`src/port_pin_defs.svh`:
```
// constants for the port pin function and strap block
// assumes it is included by its bare name from the package, the design module and the bench
`ifndef PORT_PIN_DEFS_SVH
`define PORT_PIN_DEFS_SVH

// register byte offsets, one aligned word each
`define OFS_PIN_CTRL 8'h00
`define OFS_PRINTER_CTRL 8'h04
`define OFS_MODEM_CTRL 8'h08
`define OFS_HANDSHAKE_STATUS 8'h0C
`define OFS_CONFIG_REG_24 8'h10

// pin control register fields
`define PIN_MODE_LSB 0
`define PIN_MODE_MSB 1
`define PIN_IR_SPEED_BIT 2
`define PIN_IR_FAST_RX_BIT 3

// parallel pin mode codes
`define MODE_PRINTER 2'h0
`define MODE_EXT_SINGLE 2'h1
`define MODE_EXT_DUAL 2'h2

// printer control register fields
`define PRN_LINE_FEED_BIT 0
`define PRN_STROBE_BIT 1
`define PRN_DENSITY_BIT 2

// modem control register fields
`define MDM_REQUEST_SEND_BIT 0
`define MDM_TERMINAL_READY_BIT 1

// handshake status register fields, set bit means the line is asserted
`define HS_CLEAR_TO_SEND_BIT 4
`define HS_SET_READY_BIT 5
`define HS_RING_BIT 6
`define HS_CARRIER_DETECT_BIT 7

// config register 24 fields
`define CONFIG_REG_24_PNP_CLEAR_BIT 0
`define CONFIG_REG_24_CFG_ADDR_BIT 1
`define CONFIG_REG_24_CLOCK_FREQ_BIT 2

// configuration port addresses chosen by the strap
`define CFG_PORT_LOW 8'h2E
`define CFG_PORT_HIGH 8'h4E

// strobe pulse width and clock period
`define STROBE_WIDTH_NS 500
`define CLK_PERIOD_NS 4

// reset value of all software registers
`define REG_RESET 32'h0000_0000

`endif

```
`src/port_pin_pkg.sv`:
```
// types shared by the port pin block
// assumes port_pin_defs.svh sits in the same folder
package port_pin_pkg;
`include "port_pin_defs.svh"

    // strobe pulse sequencer, one-hot
    typedef enum logic [1:0]
    {
        STB_IDLE = 2'b01,
        STB_PULSE = 2'b10
    } strobe_state_t;

endpackage

```
`src/port_pin_mux.sv`:
```
// port pin functions, modem pins and power-on straps behind an AHB-Lite slave
// assumes one AHB-Lite master, word-only transfers, and pins synchronised here
`timescale 1ns/1ps
`include "port_pin_defs.svh"

module port_pin_mux
    import port_pin_pkg::*;
#(
    parameter int STROBE_CYCLES = (`STROBE_WIDTH_NS + `CLK_PERIOD_NS - 1) / `CLK_PERIOD_NS
)
(
    input wire logic clk,
    input wire logic reset,
    // ahb-lite slave
    input wire logic hsel,
    input wire logic [31:0] haddr,
    input wire logic [1:0] htrans,
    input wire logic hwrite,
    input wire logic [2:0] hsize,
    input wire logic [31:0] hwdata,
    input wire logic hready,
    output logic [31:0] hrdata,
    output logic hreadyout,
    output logic hresp,
    // parallel port pins, open drain
    output logic printer_line_feed_n_o,
    output logic printer_line_feed_n_oe,
    output logic printer_strobe_n_o,
    output logic printer_strobe_n_oe,
    // uart a modem pins
    input wire logic uart_a_clear_to_send_n,
    input wire logic uart_a_set_ready_n,
    input wire logic uart_a_carrier_detect_n,
    input wire logic uart_a_ring_n,
    input wire logic uart_a_request_send_n_i,
    output logic uart_a_request_send_n_o,
    output logic uart_a_request_send_n_oe,
    input wire logic uart_a_terminal_ready_n_i,
    output logic uart_a_terminal_ready_n_o,
    output logic uart_a_terminal_ready_n_oe,
    input wire logic uart_a_serial_in,
    input wire logic uart_a_serial_out_i,
    output logic uart_a_serial_out_o,
    output logic uart_a_serial_out_oe,
    // infrared pins
    input wire logic infrared_receive,
    output logic infrared_transmit,
    input wire logic infrared_speed_select_i,
    output logic infrared_speed_select_o,
    output logic infrared_speed_select_oe,
    // towards the uart core, same clock
    input wire logic uart_tx_data,
    input wire logic ir_tx_data,
    output logic uart_rx_data,
    output logic ir_rx_data,
    output logic infrared_fast_receive,
    // strap results for the rest of the chip
    output logic [7:0] cfg_port_address,
    output logic pnp_default_clear_n,
    output logic clock_freq_select
);

    // pin synchronisers, stage one feeds only stage two
    logic [9:0] pin_sync1_reg;
    logic [9:0] pin_sync2_reg;
    logic [9:0] pin_raw;
    // ahb data phase bookkeeping
    logic [7:0] addr_reg;
    logic wr_phase_reg;
    logic rd_wait_reg;
    logic [31:0] hrdata_reg;
    // software registers
    logic [31:0] pin_ctrl_reg;
    logic [31:0] printer_ctrl_reg;
    logic [31:0] modem_ctrl_reg;
    logic [2:0] config_reg_24_reg;
    // strap capture
    logic reset_d_reg;
    logic drive_en_reg;
    logic strap_take;
    // strobe sequencer
    strobe_state_t stb_state_reg;
    logic [15:0] stb_count_reg;
    // decoded mode and bus transfer accept
    logic [1:0] mode;
    logic printer_mode;
    logic accept;

    // true when the offset names a mapped register
    function automatic logic reg_hit(input logic [7:0] a, input logic [7:0] ofs);
        reg_hit = (a == ofs);
    endfunction

    // read value of the register at an offset, unmapped reads zero
    function automatic logic [31:0] read_mux(input logic [7:0] a);
        logic [31:0] v;
        v = 32'h0000_0000;
        if (reg_hit(a, `OFS_PIN_CTRL))
            v = pin_ctrl_reg;
        if (reg_hit(a, `OFS_PRINTER_CTRL))
            v = printer_ctrl_reg;
        if (reg_hit(a, `OFS_MODEM_CTRL))
            v = modem_ctrl_reg;
        if (reg_hit(a, `OFS_HANDSHAKE_STATUS))
        begin
            v[`HS_CLEAR_TO_SEND_BIT] = ~pin_sync2_reg[0];
            v[`HS_SET_READY_BIT] = ~pin_sync2_reg[1];
            v[`HS_RING_BIT] = ~pin_sync2_reg[3];
            v[`HS_CARRIER_DETECT_BIT] = ~pin_sync2_reg[2];
        end
        if (reg_hit(a, `OFS_CONFIG_REG_24))
            v = {29'h0000_0000, config_reg_24_reg};
        read_mux = v;
    endfunction

    assign pin_raw = {infrared_speed_select_i, infrared_receive, uart_a_serial_in,
                      uart_a_serial_out_i, uart_a_terminal_ready_n_i,
                      uart_a_request_send_n_i, uart_a_ring_n,
                      uart_a_carrier_detect_n, uart_a_set_ready_n, uart_a_clear_to_send_n};

    // two-stage synchroniser; not reset so straps are sampled while reset is held
    always_ff @(posedge clk)
    begin
        pin_sync1_reg <= pin_raw;
        pin_sync2_reg <= pin_sync1_reg;
    end

    assign mode = pin_ctrl_reg[`PIN_MODE_MSB:`PIN_MODE_LSB];
    assign printer_mode = (mode == `MODE_PRINTER);
    assign accept = hsel & hready & htrans[1];

    // ahb address phase capture; reads take one wait state so data comes from a flop
    always_ff @(posedge clk)
    begin
        if (reset)
        begin
            addr_reg <= 8'h00;
            wr_phase_reg <= 1'b0;
            rd_wait_reg <= 1'b0;
            hrdata_reg <= 32'h0000_0000;
        end
        else
        begin
            if (hready)
            begin
                addr_reg <= haddr[7:0];
                wr_phase_reg <= accept & hwrite;
                rd_wait_reg <= accept & ~hwrite;
            end
            else
            begin
                // wait state over, read data now stands
                rd_wait_reg <= 1'b0;
            end
            if (rd_wait_reg)
                hrdata_reg <= read_mux(addr_reg);
        end
    end

    assign hrdata = hrdata_reg;
    assign hreadyout = ~rd_wait_reg;
    assign hresp = 1'b0;

    // software control registers; writes land in the data phase
    always_ff @(posedge clk)
    begin
        if (reset)
        begin
            pin_ctrl_reg <= `REG_RESET;
            printer_ctrl_reg <= `REG_RESET;
            modem_ctrl_reg <= `REG_RESET;
        end
        else if (wr_phase_reg)
        begin
            if (reg_hit(addr_reg, `OFS_PIN_CTRL))
                pin_ctrl_reg <= {28'h000_0000, hwdata[3:0]};
            if (reg_hit(addr_reg, `OFS_PRINTER_CTRL))
                // strobe bit is a trigger and never stored
                printer_ctrl_reg <= {29'h0000_0000, hwdata[`PRN_DENSITY_BIT], 1'b0,
                                     hwdata[`PRN_LINE_FEED_BIT]};
            if (reg_hit(addr_reg, `OFS_MODEM_CTRL))
                modem_ctrl_reg <= {30'h0000_0000, hwdata[1:0]};
        end
    end

    // strap capture on the first edge after reset is released
    always_ff @(posedge clk)
    begin
        reset_d_reg <= reset;
    end
    assign strap_take = reset_d_reg & ~reset;

    // pins with an output enable stay released until straps are taken, so only the pull resistors act
    always_ff @(posedge clk)
    begin
        if (reset)
            drive_en_reg <= 1'b0;
        else if (strap_take)
            drive_en_reg <= 1'b1;
    end

    // config register 24 holding the strap values
    always_ff @(posedge clk)
    begin
        if (reset)
            config_reg_24_reg <= 3'h0;
        else if (strap_take)
        begin
            config_reg_24_reg[`CONFIG_REG_24_PNP_CLEAR_BIT] <= pin_sync2_reg[5];
            config_reg_24_reg[`CONFIG_REG_24_CFG_ADDR_BIT] <= pin_sync2_reg[4];
            config_reg_24_reg[`CONFIG_REG_24_CLOCK_FREQ_BIT] <= pin_sync2_reg[6];
        end
        else if (wr_phase_reg && reg_hit(addr_reg, `OFS_CONFIG_REG_24))
            config_reg_24_reg <= hwdata[2:0];
    end

    assign cfg_port_address = config_reg_24_reg[`CONFIG_REG_24_CFG_ADDR_BIT] ? `CFG_PORT_HIGH : `CFG_PORT_LOW;
    assign pnp_default_clear_n = ~config_reg_24_reg[`CONFIG_REG_24_PNP_CLEAR_BIT];
    assign clock_freq_select = config_reg_24_reg[`CONFIG_REG_24_CLOCK_FREQ_BIT];

    // strobe pulse sequencer; a trigger outside printer mode is dropped
    always_ff @(posedge clk)
    begin
        if (reset)
        begin
            stb_state_reg <= STB_IDLE;
            stb_count_reg <= 16'h0000;
        end
        else
        begin
            case (stb_state_reg)
                STB_IDLE:
                begin
                    if (wr_phase_reg && reg_hit(addr_reg, `OFS_PRINTER_CTRL) &&
                        hwdata[`PRN_STROBE_BIT] && printer_mode)
                    begin
                        stb_state_reg <= STB_PULSE;
                        stb_count_reg <= 16'(STROBE_CYCLES - 1);
                    end
                end
                STB_PULSE:
                begin
                    // a mode change cuts the pulse short
                    if (stb_count_reg == 16'h0000 || !printer_mode)
                        stb_state_reg <= STB_IDLE;
                    else
                        stb_count_reg <= stb_count_reg - 16'h0001;
                end
                default:
                    stb_state_reg <= STB_IDLE;
            endcase
        end
    end

    // parallel pins, open drain: output always low, enable pulls the line down
    always_comb
    begin
        printer_line_feed_n_o = 1'b0;
        printer_strobe_n_o = 1'b0;
        if (printer_mode)
        begin
            printer_line_feed_n_oe = drive_en_reg & printer_ctrl_reg[`PRN_LINE_FEED_BIT];
            printer_strobe_n_oe = drive_en_reg & (stb_state_reg == STB_PULSE);
        end
        else
        begin
            printer_line_feed_n_oe = drive_en_reg & ~printer_ctrl_reg[`PRN_DENSITY_BIT];
            printer_strobe_n_oe = 1'b0;
        end
    end

    assign uart_a_request_send_n_o = ~modem_ctrl_reg[`MDM_REQUEST_SEND_BIT];
    assign uart_a_terminal_ready_n_o = ~modem_ctrl_reg[`MDM_TERMINAL_READY_BIT];
    assign uart_a_request_send_n_oe = drive_en_reg;
    assign uart_a_terminal_ready_n_oe = drive_en_reg;
    assign uart_a_serial_out_o = uart_tx_data;
    assign uart_a_serial_out_oe = drive_en_reg;
    assign infrared_transmit = ir_tx_data;
    assign uart_rx_data = pin_sync2_reg[7];
    assign ir_rx_data = pin_sync2_reg[8];

    // speed select output or fast receive input
    assign infrared_speed_select_o = pin_ctrl_reg[`PIN_IR_SPEED_BIT];
    assign infrared_speed_select_oe = drive_en_reg & ~pin_ctrl_reg[`PIN_IR_FAST_RX_BIT];
    assign infrared_fast_receive = pin_ctrl_reg[`PIN_IR_FAST_RX_BIT] & pin_sync2_reg[9];

endmodule // port_pin_mux

```
`config.mk`:
```
export PLATFORM = sky130hd
export DESIGN_NAME = port_pin_mux
export DESIGN_NICKNAME = d
export VERILOG_FILES = /design/src/port_pin_pkg.sv /design/src/port_pin_mux.sv
export VERILOG_INCLUDE_DIRS = /design/src
export SDC_FILE = /design/constraint.sdc
export NUM_CORES = 1
export LEC_CHECK = 0
export BUFFER_PORTS_ARGS = -buffer_cell sky130_fd_sc_hd__buf_2
export CAP_MARGIN = 20
export CELL_PAD_IN_SITES_DETAIL_PLACEMENT = 0
export CELL_PAD_IN_SITES_GLOBAL_PLACEMENT = 1
export CORE_MARGIN = 2
export CORE_UTILIZATION = 25
export DETAILED_ROUTE_END_ITERATION = 12
export PLACE_DENSITY_LB_ADDON = 0.1
export SLEW_MARGIN = 20
export SYNTH_ARGS = -nofsm -noshare
export SYNTH_HDL_FRONTEND = slang
export SYNTH_SLANG_ARGS = --single-unit
```
`constraint.sdc`:
```
create_clock -name clk -period 3.3 [get_ports clk]
set_input_delay 0.495 -clock clk [delete_from_list [all_inputs] [get_ports clk]]
set_output_delay 0.495 -clock clk [all_outputs]
set_load 0.01 [all_outputs]
```
* After elaboration in Yosys (flattened, before gate mapping) *
Index checks and enable logic that the tools add are counted.

storage, ports and cells
  flip-flop bits (word level) = 93
  latch bits = 0
  bits in writable memories = 0
  bits in read-only memories = 0
  input bits = 86
  memories kept = 0

operators by class
  $add $sub $neg = 1
  $mul = 0
  divide/modulo/power cells = 0
  magnitude comparators = 0
  equal/unequal tests = 9
  shifts and indexed selects = 0
  muxes and demuxes = 16
  bitwise operators = 23
  reductions and logical operators = 17

operator list
  cell                     count
  $mux W32                 3
  $mux W16                 2
  $pmux W16 S2             1
  $eq A8 B4 Y1 const B     2
  $logic_not A16 Y1        1
  $sub A16 B1 Y16 const B  1
  $not A1 Y1               13
  $and A1 B1 Y1            10
  $eq A8 B3 Y1 const B     1
  $eq A8 B5 Y1 const B     1
  $logic_not A8 Y1         1
  $mux W4                  2
  $reduce_and A2 Y1        4
  $mux W7                  1
  $mux W3                  2
  $ne A2 B2 Y1 const B     3
  $logic_and A1 B1 Y1      4
  $mux W2                  2
  $pmux W2 S2              1
  $reduce_bool A2 Y1       2
  $reduce_and A3 Y1        1
  $eq A2 B1 Y1 const B     1
  $eq A2 B2 Y1 const B     1
  $logic_not A2 Y1         1
  4 further kinds          5

* Logic depth before layout (Yosys ltp) *
Gate-level depths: netlist (run 1).

  depth after elaboration = 6
  depth in mapped cells = 9
  gate-level depth less buffers = 7

* Least setup slack after synthesis (run 1) *
OpenSTA, ideal clock, no wires.

  kind = register -> register
  start point = register stb_count_reg[0]
  end point = register stb_count_reg[4]
  data arrival time = 2314 ps
  data required time = 3181 ps
  path slack = 867 ps
  stages on the path, launching flop included = 10
  buffers on the path = 2
  path through = dfxtp_1 > inv_1 > ha_1 > or3b_2 > or4_1 > buf_2 > o41ai_4 > buf_6 > a22oi_1 > o221a_1

on the way
  word-level cells in the longest chain between the ends = 4

ends and longest elaborated chain
  what                                                                     RTL line             RTL
  from (decl)                                                              port_pin_mux.sv:83   logic [15:0] stb_count_reg;
  from (signal assigned)                                                   port_pin_mux.sv:238  stb_count_reg <= 16'(STROBE_CYCLES - 1);
  from (signal assigned)                                                   port_pin_mux.sv:247  stb_count_reg <= stb_count_reg - 16'h0001;
  parallel branches: the longest is 4 deep, another holds $sub A16 B1 Y16  -

Parallel ways; which one is timed is not known. The select of a mux whose other input is x is not followed.
A chain may end at the register's enable or synchronous reset.

* Worst setup path in the final report (run 1) *
  start point = register stb_count_reg[0]
  end point = register stb_count_reg[11]

Same word-level chain as after synthesis.

==> metrics, run 1 <==
# setup viols final=0; CP Max Fanout=15; Final HPWL DP=just under 5 mm; Seq/Total Area, Yosys=roughly 46%; Power Density=around 560 mW/mm^2; antenna-violating nets left=0; CTS tree=done; Pins Over Slew Limit=0; CTS Sinks=slightly below 70; hold_buf cts=0; crit path kind=flop to flop; Worst Path Buf+Inv=2; Synth area leaders=dfxtp_1 46%, buf_4 9.8%, mux2i_1 7.7%, nor2_1 4.2%, a211oi_1 2.0%; WP depth=8; global route overflow=0; critical path data required time=~3.5 ns; initial DRC count=46; Yosys reg bits=69; post-synthesis adder-cell area fraction=less than 1%; # rows=39; n_diodes=0; top-count cell post-synth=dfxtp_1; Die ar.=0.01280 sq mm; CP top delay family=simple AND/OR/NAND/NOR gates; area grow syn2layout=19.25%; mux contribution to synthesized area=between 8 and 9%; share of cells above drive strength 1=22.13%; Max Buffers Root-to-Sink=2; syn avg cell area=between 9 and 10 sq um; Synth Flop Type=dfxtp_1; Via density=4.361; post_cts resized=0; fin util=just over 30%; f_max=~0.38 GHz; Area after DPL=0.003242 sq mm; leakage=between 1.5 and 2 nW; r2r startpoint=stb_count_reg[0]; Core Box Area=about 0.012 sq mm; initial antenna violation count=0; Setup WS post-layout=a little under 0.7 ns; failing checks=design-rule violations; Slew @ Worst Pin=~0.63 ns; Die X=between 100 and 150 microns; fill cell count=between 1,000 and 1,500; RSZ-0062 raised after global routing=no; pre-CTS setup slack=between 0.6 and 0.7 ns; Layout Nets=between 400 and 500; Clk Latency, worst-skew pair=0.33 ns; sum of negative setup slack=0 ns; clock buffer count from CTS=9; Slew HR=a little under three fifths; worst vdd ir=224.2 uV; Port-buffer cells=52; crit path time final=between 2 and 3 ns; max cap viols=0; drt pass-1 iters=8; worst setup path startpoint=stb_count_reg[0]; Synth Area in Compound Gates=roughly 14%; Commonest cells post-synth=69 x dfxtp_1, 39 x buf_4, 33 x nor2_1, 23 x mux2i_1, 13 x nand2_1; worst hold stages=1; clk root buf=clkbuf_16; Total GRT Usage=between 10% and 20%; Min Hold Slack=0.2623 ns; largest family of logic cells by synthesized area=simple AND/OR/NAND/NOR gates; Critical-path top delay cell=or4_1; critical path startpoint category=flop; vias=2,220; Initial Util=between 20% and 30%; HP Class=primary input to flop; r2r endpoint=stb_count_reg[11]; worst reg-to-reg setup slack=approximately 0.69 ns; Syn Inst Count=310; Distinct cells, synth=slightly above 50; pin count of the biggest net entering global routing=36; GPL Wtd Cong=approximately 0.65; post-CTS setup buffers=0; wire per inst=about 14 microns; period utilisation layout=between 70% and 80%; status=complete, but fails checks; clk_skew=0.007263 ns; Synth top area share=46.41%; Post-synth EDFFs=0; Worst setup EP type=flop; DRC=4; Fin. Hold Viols=0; max reg flops=16; Post-Syn Area=0.002977 sq mm; post-synthesis xor/xnor area fraction=0%; H-tree Lvls=3; DRT Wirelength=approximately 7 mm; Critical Path End=stb_count_reg[11]; crit-path cells=inv_1 > ha_1 > or3b_2 > or4_1 > o41ai_4 > buf_4 > a2111oi_0 > mux2i_1; yosys warns=0; area leader, netlist=dfxtp_1; reg2reg path depth=8; vias in the first global route=about 2,200; Final Cell Area=between 0.003 and 0.004 sq mm; Slowest Stage Delay on Critical Path=roughly 0.57 ns; IO Pins=around 150; register clock-pin slew on the reported worst setup and hold paths=~0.060 ns; first-pass GRT wire length=11.23 mm; Die H=about 110 microns; simple-gate share of the synthesized area=around 18%; Synth async-reset ratio=0%; Worst EP arrival=approximately 2.8 ns
where the power goes:
part | switching, mW | internal (mW)
registers | 0.0166 | 0.858
logic | 0.0709 | 0.0430
clock network | 0.377 | 0.611
final cells by class:
type | instances | area [sq um] | share of cell area, %
clock buffer | 10 | 239.0 | 6.732
clock inverter | 6 | 68.82 | 1.939
inverter | 11 | 41.29 | 1.163
multi-input combinational | 211 | 1328 | 37.40
sequential | 69 | 1381 | 38.91
tap | 143 | 178.9 | 5.041
timing repair buffer | 59 | 312.8 | 8.812
kinds of logic (layout without fill, tap and decap cells):
logic type	Yosys count	after routing
buffers and inverters	61	86
multiplexers	24	24
flip-flops	69	69
other	2	33
AO/OA/AOI/OAI	53	53
AND/OR/NAND/NOR	100	100
adder cells (fa/ha/maj)	1	1
metrics by stage:
step	power [mW]	cells
after floorplan	0.9937	341
after global placement	1.008	493
after detailed placement	1.009	493
after CTS	2.006	509
after global routing	2.063	509
final	1.976	509
worst min path at each step:
stage | from | slack, ns | endpoint
2_1_floorplan | pin_sync1_reg[0] | 0.31 | pin_sync2_reg[0]
3_3_place_gp | pin_sync1_reg[0] | 0.31 | pin_sync2_reg[0]
3_5_place_dp | pin_sync1_reg[5] | 0.31 | pin_sync2_reg[5]
4_1_cts | uart_a_terminal_ready_n_i | 0.25 | pin_sync1_reg[5]
5_1_grt | infrared_receive | 0.25 | pin_sync1_reg[8]
6_report | infrared_speed_select_i | 0.26 | pin_sync1_reg[9]
worst register-to-register path, stage by stage, from the launching register on:
cell	delay, ns
dfxtp_1	0.32
inv_1	0.08
ha_1	0.21
or3b_2	0.49
or4_1	0.57
o41ai_4	0.27
buf_4	0.26
a2111oi_0	0.15
mux2i_1	0.14
layer usage:
metal | GRT usage (%) | part of all wire, %
met3 | 3.053 | 3.8
met2 | 18.56 | 48
met1 | 14.40 | 47
met4 | 3.415 | 1.0
met5 | 0 | 0
layout by cell type (no fill, tap or decap), types with 8 or more instances in the layout:
master	n
inv_1	9
nor2_1	33
a211oi_1	8
nand2_1	13
clkbuf_16	9
mux2i_1	23
buf_2	52
dfxtp_1	69
a21oi_1	8
conb_1	33
Power figures use the tool's default switching activity.
==> run 2, diff against run 1 <==
==> constraint.sdc (replaced) <==
create_clock -name clk -period 2.6 [get_ports clk]
set_input_delay 0.39 -clock clk [delete_from_list [all_inputs] [get_ports clk]]
set_output_delay 0.39 -clock clk [all_outputs]
set_load 0.01 [all_outputs]
==> metrics, run 2 (same netlist as run 1, synthesis figures left out) <==
Worst EP arrival=roughly 2.7 ns; HP Class=primary input to flop; pin count of the biggest net entering global routing=36; Setup WS post-layout=around 0.12 ns; clk root buf=clkbuf_16; Core Box Area=roughly 0.012 sq mm; share of cells above drive strength 1=24.47%; n_diodes=0; crit path time final=between 2 and 2.5 ns; global route overflow=0; vias in the first global route=2,184; CTS Sinks=69; pre-CTS setup slack=between 0.1 and 0.15 ns; r2r startpoint=stb_count_reg[0]; Final HPWL DP=approximately 5.1 mm; switching part of the total=between 20 and 25%; Worst setup EP type=flop; Comb power frac=under 10%; leakage=approximately 1.6 nW; Power Density=slightly above 700 mW/mm^2; GPL Wtd Cong=between 0.6 and 0.7; clk_skew=approximately 0.0056 ns; failing checks=design-rule violations; Port-buffer cells=52; Fin. Hold Viols=0; # rows=39; drt pass-1 iters=8; CTS tree=done; area grow syn2layout=23.25%; commonest non-fill, non-tap cells in the layout=69 x dfxtp_1, 52 x buf_2, 33 x nor2_1, 33 x conb_1, 23 x mux2i_1; max reg flops=16; Via density=~4.4; clock power share=51.7%; Layout Nets=between 400 and 500; CP Max Fanout=13; initial antenna violation count=0; Die ar.=around 0.013 sq mm; Slew HR=between 60 and 70%; crit path kind=flop to flop; vias=between 2,000 and 2,500; hold_sp=uart_a_terminal_ready_n_i; Min Hold Slack=0.1589 ns; H-tree Lvls=3; Slew @ Worst Pin=0.5434 ns; critical path startpoint category=flop; Layout Cells excl Fill=around 520; Pint=just over 2 mW; critical path data required time=about 2.8 ns; first-pass GRT wire length=around 11 mm; # setup viols final=0; Final Cell Area=0.003669 sq mm; Clk Latency, worst-skew pair=0.33 ns; Max Buffers Root-to-Sink=2; DRT Wirelength=7.046 mm; register clock-pin slew on the reported worst setup and hold paths=0.06 ns; Die H=113.1 microns; status=complete, but fails checks; Initial Util=around 26%; antenna-violating nets left=0; worst vdd ir=between 400 and 500 uV; period utilisation layout=between 90% and 100%; wire per inst=13.58 microns; Die X=about 110 microns; clock buffer count from CTS=9; Seq pwr share=42.6%; worst setup path startpoint=stb_count_reg[0]; f_max=about 0.40 GHz; commonest non-fill, non-tap cell in the layout=dfxtp_1; Total GRT Usage=between 10% and 20%; DRC=4; max cap viols=0; IO Pins=146; Area after DPL=about 0.0033 sq mm; Inst Count DP=500; Pins Over Slew Limit=0; Sw Pwr=between 0.5 and 0.6 mW; initial DRC count=40
==> run 2: layer usage <==
metal  share of wire (%)  track usage, %
met1                  47           14.08
met2                  49           19.00
met3                 3.4           2.517
met4                 1.2           4.878
met5                   0               0
==> run 2: timing repair <==
item / in CTS / in global routing
hold buffers: 0 / 0
setup buffers: 0 / 3
resized for setup: 0 / 3
endpoints found under the setup margin: 0 / 4
==> run 2: cell type report <==
| class | count | area (sq um) |
|---|---|---|
| Tap cell | 143 | 178.9 |
| Timing Repair Buffer | 69 | 400.4 |
| Inverter | 11 | 41.29 |
| Clock buffer | 10 | 239.0 |
| Clock inverter | 6 | 93.84 |
| Fill cell | 1242 | 7848 |
| Sequential cell | 69 | 1381 |
| Multi-Input combinational cell | 211 | 1334 |
==> run 2: worst paths after layout <==
path	endpoint	slack, ns	depth (start not counted)
max	stb_count_reg[4]	0.12	8
min	pin_sync1_reg[5]	0.16	1
max reg2reg	stb_count_reg[4]	0.12	8
min reg2reg	pin_sync2_reg[0]	0.32	0
==> run 2: critical path: stages, from the launching register on <==
cell and delay (ns):
dfxtp_1 0.32, inv_1 0.08, ha_1 0.17, or3b_2 0.46, or4_4 0.47, o41ai_4 0.38
buf_12 0.19, a22oi_1 0.07, o221a_1 0.25
==> run 2: power groups by stage <==
stage / clock network (mW) / registers [mW] / logic, mW
2_1_floorplan: 0 / 1.13 / 0.135
6_report: 1.35 / 1.11 / 0.150
3_3_place_gp: 0 / 1.13 / 0.152
5_1_grt: 1.44 / 1.11 / 0.167
3_5_place_dp: 0 / 1.13 / 0.152
4_1_cts: 1.39 / 1.11 / 0.153
==> run 2: metrics by stage <==
stage / utilization (%) / power, mW / setup TNS (ns)
6_report: 31.86 / 2.607 / 0
5_1_grt: 31.86 / 2.722 / -0.0003428
4_1_cts: 31.61 / 2.652 / 0
3_5_place_dp: 28.72 / 1.286 / 0
3_3_place_gp: 28.72 / 1.286 / 0
2_1_floorplan: - / 1.261 / 0
